`config.mk`:
```
export PLATFORM = sky130hd
export DESIGN_NAME = hmdp_port
export DESIGN_NICKNAME = d
export VERILOG_FILES = /design/src/core/hmdp_pkg.sv /design/src/core/hmdp_port.sv /design/src/core/hmdp_sync.sv
export SDC_FILE = /design/constraint.sdc
export NUM_CORES = 1
export LEC_CHECK = 0
export ABC_AREA = 1
export BUFFER_PORTS_ARGS = -buffer_cell sky130_fd_sc_hd__buf_4
export CAP_MARGIN = 20
export CORE_ASPECT_RATIO = 1.2
export CORE_MARGIN = 5
export CORE_UTILIZATION = 32
export CTS_CLUSTER_DIAMETER = 150
export DETAILED_ROUTE_END_ITERATION = 7
export HOLD_SLACK_MARGIN = 0.03
export PLACE_DENSITY = 0.58
export SETUP_SLACK_MARGIN = 0.15
export SLEW_MARGIN = 20
export SYNTH_ARGS = -nofsm -noshare
export SYNTH_HDL_FRONTEND = slang
export SYNTH_SLANG_ARGS = --single-unit
export TNS_END_PERCENT = 30
```
`constraint.sdc`:
```
create_clock -name clock_i -period 16.95 [get_ports clock_i]
set_clock_uncertainty 0.2 [all_clocks]
set_input_delay 3.39 -clock clock_i [delete_from_list [all_inputs] [get_ports clock_i]]
set_output_delay 3.39 -clock clock_i [all_outputs]
set_load 0.01 [all_outputs]
```
`src/core/hmdp_pkg.sv`:
```
// Constants and types of the host memory port
// How it works
// - Host moves memory words, one cycle each
// - Control registers unreachable from host writes
// - Bit15 set: bits 7:0 overlay, 14:8 zero
// - Bit15 clear: 13:0 address, 14 space
// - One 16-bit muxed bus, 24-bit words
// - Strobes asynchronous, accepted at full speed
// - Address auto-increments after each data transfer, and after the second transfer of a program word
// - Latch on address strobe or select edge
// - One sync cycle, then one access cycle
// - Bit15 set loads overlay register instead
// - Control register mapped at data address 0x3FE0
// - Latched start address not host readable
// - Processor may write the start address
// - Mode pins C1 B0 A1 select host boot
// - Execution held until program word 0 written
package hmdp_pkg;
  localparam int          ADDR_W         = 14;
  localparam int          DATA_W         = 16;
  localparam int          PWORD_W        = 24;
  localparam int          OVL_W          = 8;
  localparam int          CTRL_OVL_BIT   = 15;
  localparam int          CTRL_SPACE_BIT = 14;
  localparam logic [13:0] CTRL_REG_ADDR  = 14'h3FE0;
  localparam logic [13:0] CTRL_RESET     = 14'h0000;
  localparam logic [7:0]  OVL_RESET      = 8'h00;
  localparam logic [2:0]  BOOT_HOST_MODE = 3'h5;
  localparam logic [13:0] CTRL_REG_FIRST = 14'h3FE0;
  typedef enum logic [1:0] {
    HMDP_IDLE  = 2'b00,
    HMDP_SYNC  = 2'b01,
    HMDP_ACC   = 2'b10,
    HMDP_WAIT  = 2'b11
  } hmdp_state_e;
endpackage : hmdp_pkg

```
`src/core/hmdp_port.sv`:
```
// Host memory port: latch, overlay, synchronised memory access and host boot
module hmdp_port
  import hmdp_pkg::*;
(
  input  wire logic                 clock_i,
  input  wire logic                 rst_i,
  // Host pins, active low strobes except the active high address latch strobe
  input  wire logic                 host_port_select_n_i,
  input  wire logic                 host_address_latch_strobe_i,
  input  wire logic                 host_read_strobe_n_i,
  input  wire logic                 host_write_strobe_n_i,
  input  wire logic [15:0]          host_address_data_bus_i,
  output logic      [15:0]          host_address_data_bus_o,
  output logic                      host_address_data_bus_oe_n_o,
  output logic                      host_port_acknowledge_n_o,
  // Boot mode pins
  input  wire logic [2:0]           boot_mode_i,
  output logic                      exec_hold_o,
  // Processor data bus access to the control register
  input  wire logic                 cpu_wr_i,
  input  wire logic                 cpu_rd_i,
  input  wire logic [13:0]          cpu_addr_i,
  input  wire logic [15:0]          cpu_wdata_i,
  output logic      [15:0]          cpu_rdata_o,
  output logic      [7:0]           memory_overlay_select_o,
  // On-chip memory port, one cycle access
  output logic                      mem_req_o,
  output logic                      mem_we_o,
  output logic                      mem_program_space_o,
  output logic      [13:0]          mem_addr_o,
  output logic      [23:0]          mem_wdata_o,
  input  wire logic [23:0]          mem_rdata_i
);
  import hmdp_pkg::*;

  // ************************************************************
  // Input synchronisation
  // ************************************************************
  logic [3:0]  strb_s;
  logic [15:0] bus_s;
  logic [2:0]  mode_s;
  hmdp_sync #(.W(4)) u_strb (
    .clock_i (clock_i),
    .rst_i   (rst_i),
    .async_i ({~host_port_select_n_i, host_address_latch_strobe_i,
               ~host_read_strobe_n_i, ~host_write_strobe_n_i}),
    .sync_o  (strb_s)
  );
  hmdp_sync #(.W(19)) u_bus (
    .clock_i (clock_i),
    .rst_i   (rst_i),
    .async_i ({boot_mode_i, host_address_data_bus_i}),
    .sync_o  ({mode_s, bus_s})
  );

  logic sel, ale, rd, wr;
  assign sel = strb_s[3];
  assign ale = strb_s[2];
  assign rd  = strb_s[1];
  assign wr  = strb_s[0];

  // Edge history of synchronised strobes
  logic ale_d_reg, sel_d_reg, rd_d_reg, wr_d_reg;
  always_ff @(posedge clock_i or posedge rst_i) begin
    if (rst_i) begin
      ale_d_reg <= 1'b0;
      sel_d_reg <= 1'b0;
      rd_d_reg  <= 1'b0;
      wr_d_reg  <= 1'b0;
    end else begin
      ale_d_reg <= ale;
      sel_d_reg <= sel;
      rd_d_reg  <= rd && sel;
      wr_d_reg  <= wr && sel;
    end
  end

  // Latch fires when the address strobe falls with select held, or select
  // drops while the address strobe is still high
  logic latch_ev, rd_ev, wr_ev;
  assign latch_ev = (ale_d_reg && !ale && sel_d_reg) ||
                    (sel_d_reg && !sel && ale_d_reg);
  assign rd_ev    = rd && sel && !rd_d_reg;
  assign wr_ev    = wr && sel && !wr_d_reg;

  // ************************************************************
  // Control register and overlay
  // ************************************************************
  logic [13:0] addr_reg;
  logic        space_reg;
  logic [7:0]  ovl_reg;
  logic        half_reg;
  logic [7:0]  upper_reg;
  hmdp_state_e state_reg;
  logic        cpu_ctrl_hit;
  logic        advance;
  assign cpu_ctrl_hit = (cpu_addr_i == CTRL_REG_ADDR);

  // Host latch, taken only when idle, wins over processor write when both happen together
  always_ff @(posedge clock_i or posedge rst_i) begin
    if (rst_i) begin
      addr_reg  <= CTRL_RESET;
      space_reg <= 1'b0;
      ovl_reg   <= OVL_RESET;
    end else if (latch_ev && state_reg == HMDP_IDLE) begin
      if (bus_s[CTRL_OVL_BIT]) begin
        ovl_reg <= bus_s[7:0];
      end else begin
        addr_reg  <= bus_s[13:0];
        space_reg <= bus_s[CTRL_SPACE_BIT];
      end
    end else if (cpu_wr_i && cpu_ctrl_hit) begin
      if (cpu_wdata_i[CTRL_OVL_BIT]) begin
        ovl_reg <= cpu_wdata_i[7:0];
      end else begin
        addr_reg  <= cpu_wdata_i[13:0];
        space_reg <= cpu_wdata_i[CTRL_SPACE_BIT];
      end
    end else if (advance) begin
      addr_reg <= addr_reg + 14'h0001;
    end
  end

  // Processor read-back of the control register; host has no such path
  always_ff @(posedge clock_i or posedge rst_i) begin
    if (rst_i) begin
      cpu_rdata_o <= 16'h0000;
    end else if (cpu_rd_i && cpu_ctrl_hit) begin
      cpu_rdata_o <= {1'b0, space_reg, addr_reg};
    end
  end
  assign memory_overlay_select_o = ovl_reg;

  // ************************************************************
  // Access sequencer
  // ************************************************************
  logic        pend_we_reg;
  logic [15:0] pend_data_reg;
  logic        is_ctrl_area;
  // Registers sit at and above the control address in data space
  assign is_ctrl_area = !space_reg && (addr_reg >= CTRL_REG_FIRST);

  always_ff @(posedge clock_i or posedge rst_i) begin
    if (rst_i) begin
      state_reg     <= HMDP_IDLE;
      pend_we_reg   <= 1'b0;
      pend_data_reg <= 16'h0000;
    end else begin
      case (state_reg)
        HMDP_IDLE: begin
          if (rd_ev || wr_ev) begin
            state_reg     <= HMDP_SYNC;
            pend_we_reg   <= wr_ev;
            pend_data_reg <= bus_s;
          end
        end
        HMDP_SYNC: state_reg <= HMDP_ACC;
        HMDP_ACC:  state_reg <= HMDP_WAIT;
        HMDP_WAIT: begin
          if (!(rd || wr)) begin
            state_reg <= HMDP_IDLE;
          end
        end
        default:   state_reg <= HMDP_IDLE;
      endcase
    end
  end

  // Program words use two transfers: reads give upper 16 bits then low byte, writes take upper byte then low 16 bits
  logic do_mem;
  assign do_mem  = (state_reg == HMDP_ACC);
  assign advance = do_mem && (!space_reg || half_reg);

  always_ff @(posedge clock_i or posedge rst_i) begin
    if (rst_i) begin
      half_reg  <= 1'b0;
      upper_reg <= 8'h00;
    end else if (latch_ev || (cpu_wr_i && cpu_ctrl_hit)) begin
      half_reg <= 1'b0;
    end else if (do_mem && space_reg) begin
      half_reg <= !half_reg;
      if (!half_reg) begin
        upper_reg <= pend_data_reg[15:8];
      end
    end
  end

  // Memory strobes, registered data
  always_ff @(posedge clock_i or posedge rst_i) begin
    if (rst_i) begin
      mem_req_o           <= 1'b0;
      mem_we_o            <= 1'b0;
      mem_program_space_o <= 1'b0;
      mem_addr_o          <= 14'h0000;
      mem_wdata_o         <= 24'h000000;
    end else begin
      // Upper half of a program write only stages data
      mem_req_o <= (state_reg == HMDP_SYNC) &&
                   !(pend_we_reg && is_ctrl_area) &&
                   !(space_reg && !half_reg && pend_we_reg);
      mem_we_o            <= pend_we_reg;
      mem_program_space_o <= space_reg;
      mem_addr_o          <= addr_reg;
      mem_wdata_o         <= space_reg ? {upper_reg, pend_data_reg}
                                       : {8'h00, pend_data_reg};
    end
  end

  // Read data back to the host
  logic [15:0] rdata_reg;
  always_ff @(posedge clock_i or posedge rst_i) begin
    if (rst_i) begin
      rdata_reg <= 16'h0000;
    end else if (do_mem && !pend_we_reg) begin
      if (space_reg && !half_reg) begin
        rdata_reg <= mem_rdata_i[23:8];
      end else if (space_reg) begin
        rdata_reg <= {8'h00, mem_rdata_i[7:0]};
      end else begin
        rdata_reg <= mem_rdata_i[15:0];
      end
    end
  end
  assign host_address_data_bus_o      = rdata_reg;
  assign host_address_data_bus_oe_n_o = !(state_reg == HMDP_WAIT && rd && sel);

  // Acknowledge, low active: ready only when idle
  assign host_port_acknowledge_n_o = (state_reg != HMDP_IDLE);

  // ************************************************************
  // Host boot hold
  // ************************************************************
  // Mode pins pass two reset-cleared flops, so they are only valid at the
  // third edge after release; sampling earlier would always read zero
  logic [1:0] boot_cnt_reg;
  always_ff @(posedge clock_i or posedge rst_i) begin
    if (rst_i) begin
      boot_cnt_reg <= 2'h0;
      exec_hold_o  <= 1'b0;
    end else if (boot_cnt_reg != 2'h3) begin
      boot_cnt_reg <= boot_cnt_reg + 2'h1;
      if (boot_cnt_reg == 2'h2) begin
        exec_hold_o <= (mode_s == BOOT_HOST_MODE);
      end
    end else if (mem_req_o && mem_we_o && mem_program_space_o &&
                 mem_addr_o == 14'h0000) begin
      exec_hold_o <= 1'b0;
    end
  end
endmodule : hmdp_port

```
`src/core/hmdp_sync.sv`:
```
// Two-stage synchroniser for asynchronous host strobes
module hmdp_sync #(
  parameter int W = 1
) (
  input  wire logic         clock_i,
  input  wire logic         rst_i,
  input  wire logic [W-1:0] async_i,
  output logic      [W-1:0] sync_o
);
  logic [W-1:0] meta_reg;
  // First stage feeds only the second stage
  always_ff @(posedge clock_i or posedge rst_i) begin
    if (rst_i) begin
      meta_reg <= '0;
      sync_o   <= '0;
    end else begin
      meta_reg <= async_i;
      sync_o   <= meta_reg;
    end
  end
endmodule : hmdp_sync

```
==> summary.md <==
| Metric | Value |
|---|---|
| Status | `complete, no violations` |
| Worst reg2reg startpoint | `state_reg[0]` |
| Post-synthesis sequential element count | `176` |
| Overall die area | `24300 um2` |
| Final hold vios | `0` |
| Top cells by area, synth | `dfrtp_1 (65%), nand2_1 (12%), inv_1 (3.0%), o21ai_0 (2.8%), nor2_1 (2.4%)` |
| Power Dens Cells | `160 nW/um2` |
| Multi-input gate area | `2080 um2` |
| Cell row count | `58` |
| Yosys warnings | `0` |
| Sw Ratio | `0.343` |
| Slew HR | `0.357` |
| Initial Util | `0.325` |
| Critical path arrival | `1480 ps` |
| Vias | `4943` |
| Area leader, netlist | `dfrtp_1` |
| Sequential Power Share | `0.449` |
| Required time worst endpoint | `13360 ps` |
| Initial antenna violation count | `0` |
| Fin cells | `1123` |
| Mapped cell area | `6810 um2` |
| Slowest-stage cell, CP | `dfrtp_1` |
| Final Setup Violations | `0` |
| Logic pwr share | `0.296` |
| Die height | `170 um` |
| Max Slew Vio Count | `0` |
| WL final | `17300 um` |
| Count leader, synth | `nand2_1` |
| I/O Buffers | `163` |
| Max reg flops | `24` |
| Sequential cell area | `4400 um2` |
| WS Path Type | `flop to output port` |
| Top cells by count, synth | `nand2_1 (220), dfrtp_1 (176), inv_1 (55)` |
| R2R setup slack | `14490 ps` |
| Largest net degree at the start of global routing | `99` |
| Util after Layout | `0.421` |
| Worst hold path class | `flop to flop` |
| Worst Setup EP | `host_port_acknowledge_n_o` |
| Residual antenna-violating net count after detailed routing | `0` |
| Worst Reg2Reg Path Length in Cells | `10` |
| Psw | `484 uW` |
| Delay-heaviest family, CP | `flip-flops` |
| Total gr overflow | `0` |
| Post-synthesis net count | `765` |
| Asr flop ratio synth | `1.00` |
| Power share of the clock group | `0.255` |
| Yosys top cell area share | `0.646` |
| Die width | `143 um` |
| Area growth, synth to finish | `29.5%` |
| Total CTS buffers | `17` |
| Hold_buf cts | `0` |
| CTS tree | `yes` |
| Clock Tree Buf Depth | `2` |
| Total GRT Usage | `0.145` |
| CP Cell Sequence | `inv_1, ha_1, inv_1, buf_4` |
| Fin crit period | `5070 ps` |
| Syn Area/Cell | `10.1 um2` |
| CTS HTree Levels | `4` |
| Total leakage power | `0.00447 uW` |
| Crit. End Element | `output port` |
| Fmax | `197 MHz` |
| CP Buf/Inv Count | `3` |
| HPWL after DPL | `12600 um` |
| TritonCTS Sinks | `176` |
| Fin crit share | `0.299` |
| Share of cells above drive strength 1 | `0.274` |
| Worst-skew pair later-pin latency | `420 ps` |
| Core area | `21000 um2` |
| Hold slack final | `141 ps` |
| CP max FO | `4` |
| First-pass GRT wire length | `27300 um` |
| Max-cap viol count | `0` |
| I/O pin cnt | `165` |
| Number of setup buffers added after CTS | `0` |
| Gpl congestion | `0.841` |
| Number of enable flip-flop cells after synthesis | `0` |
| Iteration count of the initial detailed-routing pass | `4` |
| Cell variety after synth | `37` |
| Max IR drop VDD | `0.0000778 V` |
| Seq/Total Area, Yosys | `0.646` |
| Least-Margin Pin Slew | `964 ps` |
| DRC viols | `0` |
| Crit. Startpoint | `state_reg[0]` |
| Internal power | `925 uW` |
| Setup TNS | `0 ps` |
| Setup crit start kind | `flop` |
| RSZ-0062 raised after global routing | `false` |
| Largest stage delay, worst path | `410 ps` |
| Drt wl/cell | `15.4 um` |
| Reg clk slew, reported paths | `70 ps` |
| Placed Cells | `1091` |
| Fill cell count | `2036` |
| Via density | `4.40` |
| Number of global-route vias before repair | `4881` |
| # nets final | `930` |
| Root Buffer | `clkbuf_16` |
| Post-CTS sizing | `0` |
| DRT iter0 DRCs | `298` |
| Ant diodes | `0` |
| Most common cell on crit path | `inv_1` |
| Top_reg_cell synth | `dfrtp_1` |
| Critical path depth | `4` |
| Cell count after synthesis | `675` |
| Worst r2r dst | `addr_reg[6]` |
## worst min-delay path by stage
| stage | to | slack [ps] | depth (start not counted) | from |
|---|---|---|---|---|
| 6_report | u_bus.sync_o[12] | 140 | 0 | u_bus.meta_reg[12] |
| 5_1_grt | u_bus.sync_o[13] | 140 | 0 | u_bus.meta_reg[13] |
| 4_1_cts | u_bus.sync_o[12] | 140 | 0 | u_bus.meta_reg[12] |
| 3_5_place_dp | u_bus.sync_o[9] | 130 | 0 | u_bus.meta_reg[9] |
| 3_3_place_gp | u_bus.sync_o[6] | 130 | 0 | u_bus.meta_reg[6] |
| 2_1_floorplan | u_bus.sync_o[0] | 130 | 0 | u_bus.meta_reg[0] |
## routing by layer
layer | track usage | vias to the layer above | wire [um]
li1 | - | 2469 | -
met1 | 0.201 | 2295 | 7770
met2 | 0.229 | 161 | 8040
met3 | 0.0368 | 18 | 1210
met4 | 0.0410 | 0 | 228
met5 | 0 | - | 0
## worst register-to-register path: stages (launching register included)
cell     delay [ps]
dfrtp_1         410
inv_1           130
ha_1            270
nand3_4         300
inv_4           310
nand2_1         130
nand2_1         140
nand2_4         100
nand2_2         230
nand2_1         100
nand2_1          80
## placed cells by master, fill, tap and decap left out, drive strengths merged, types with 6 or more instances in the layout
master    n
nand2   229
dfrtp   176
buf     164
inv      63
nor2     49
o21ai    42
nand3    30
clkbuf   20
a31oi    16
mux2     11
ha        9
clkinv    7
nand4     6
## logic make-up (layout without fill, tap and decap cells)
family | count (synthesis) | after routing | synth area share
AO/OA/AOI/OAI | 68 | 68 | 0.0553
XOR/XNOR | 6 | 6 | 0.00771
adder cells (fa/ha/maj) | 9 | 9 | 0.0165
buffers and inverters | 78 | 256 | 0.0494
flip-flops | 176 | 176 | 0.646
multiplexers | 11 | 11 | 0.0182
other | 1 | 1 | 0.000550
AND/OR/NAND/NOR | 326 | 326 | 0.206
## per-stage QoR
step	area [um2]	worst slack [ps]	power, uW
2_1_floorplan	6810	8590	854
3_5_place_dp	8280	11480	1060
4_1_cts	8820	11850	1430
3_3_place_gp	8280	11490	1050
6_report	8830	11880	1410
5_1_grt	8830	11690	1510
## layout make-up
cell class | count | area share
tap | 270 | 0.0383
timing repair buffer | 164 | 0.139
sequential | 176 | 0.499
clock inverter | 12 | 0.00950
multi-input combinational | 421 | 0.236
inverter | 60 | 0.0264
clock buffer | 20 | 0.0517
## power by group through the flow
stage          Sequential (uW)  Combinational [uW]  Clock, uW
2_1_floorplan              644                 210          0
3_3_place_gp               638                 417          0
5_1_grt                    648                 471        387
3_5_place_dp               639                 424          0
4_1_cts                    633                 425        370
6_report                   632                 417        359
(Power assumes the default switching activity.)
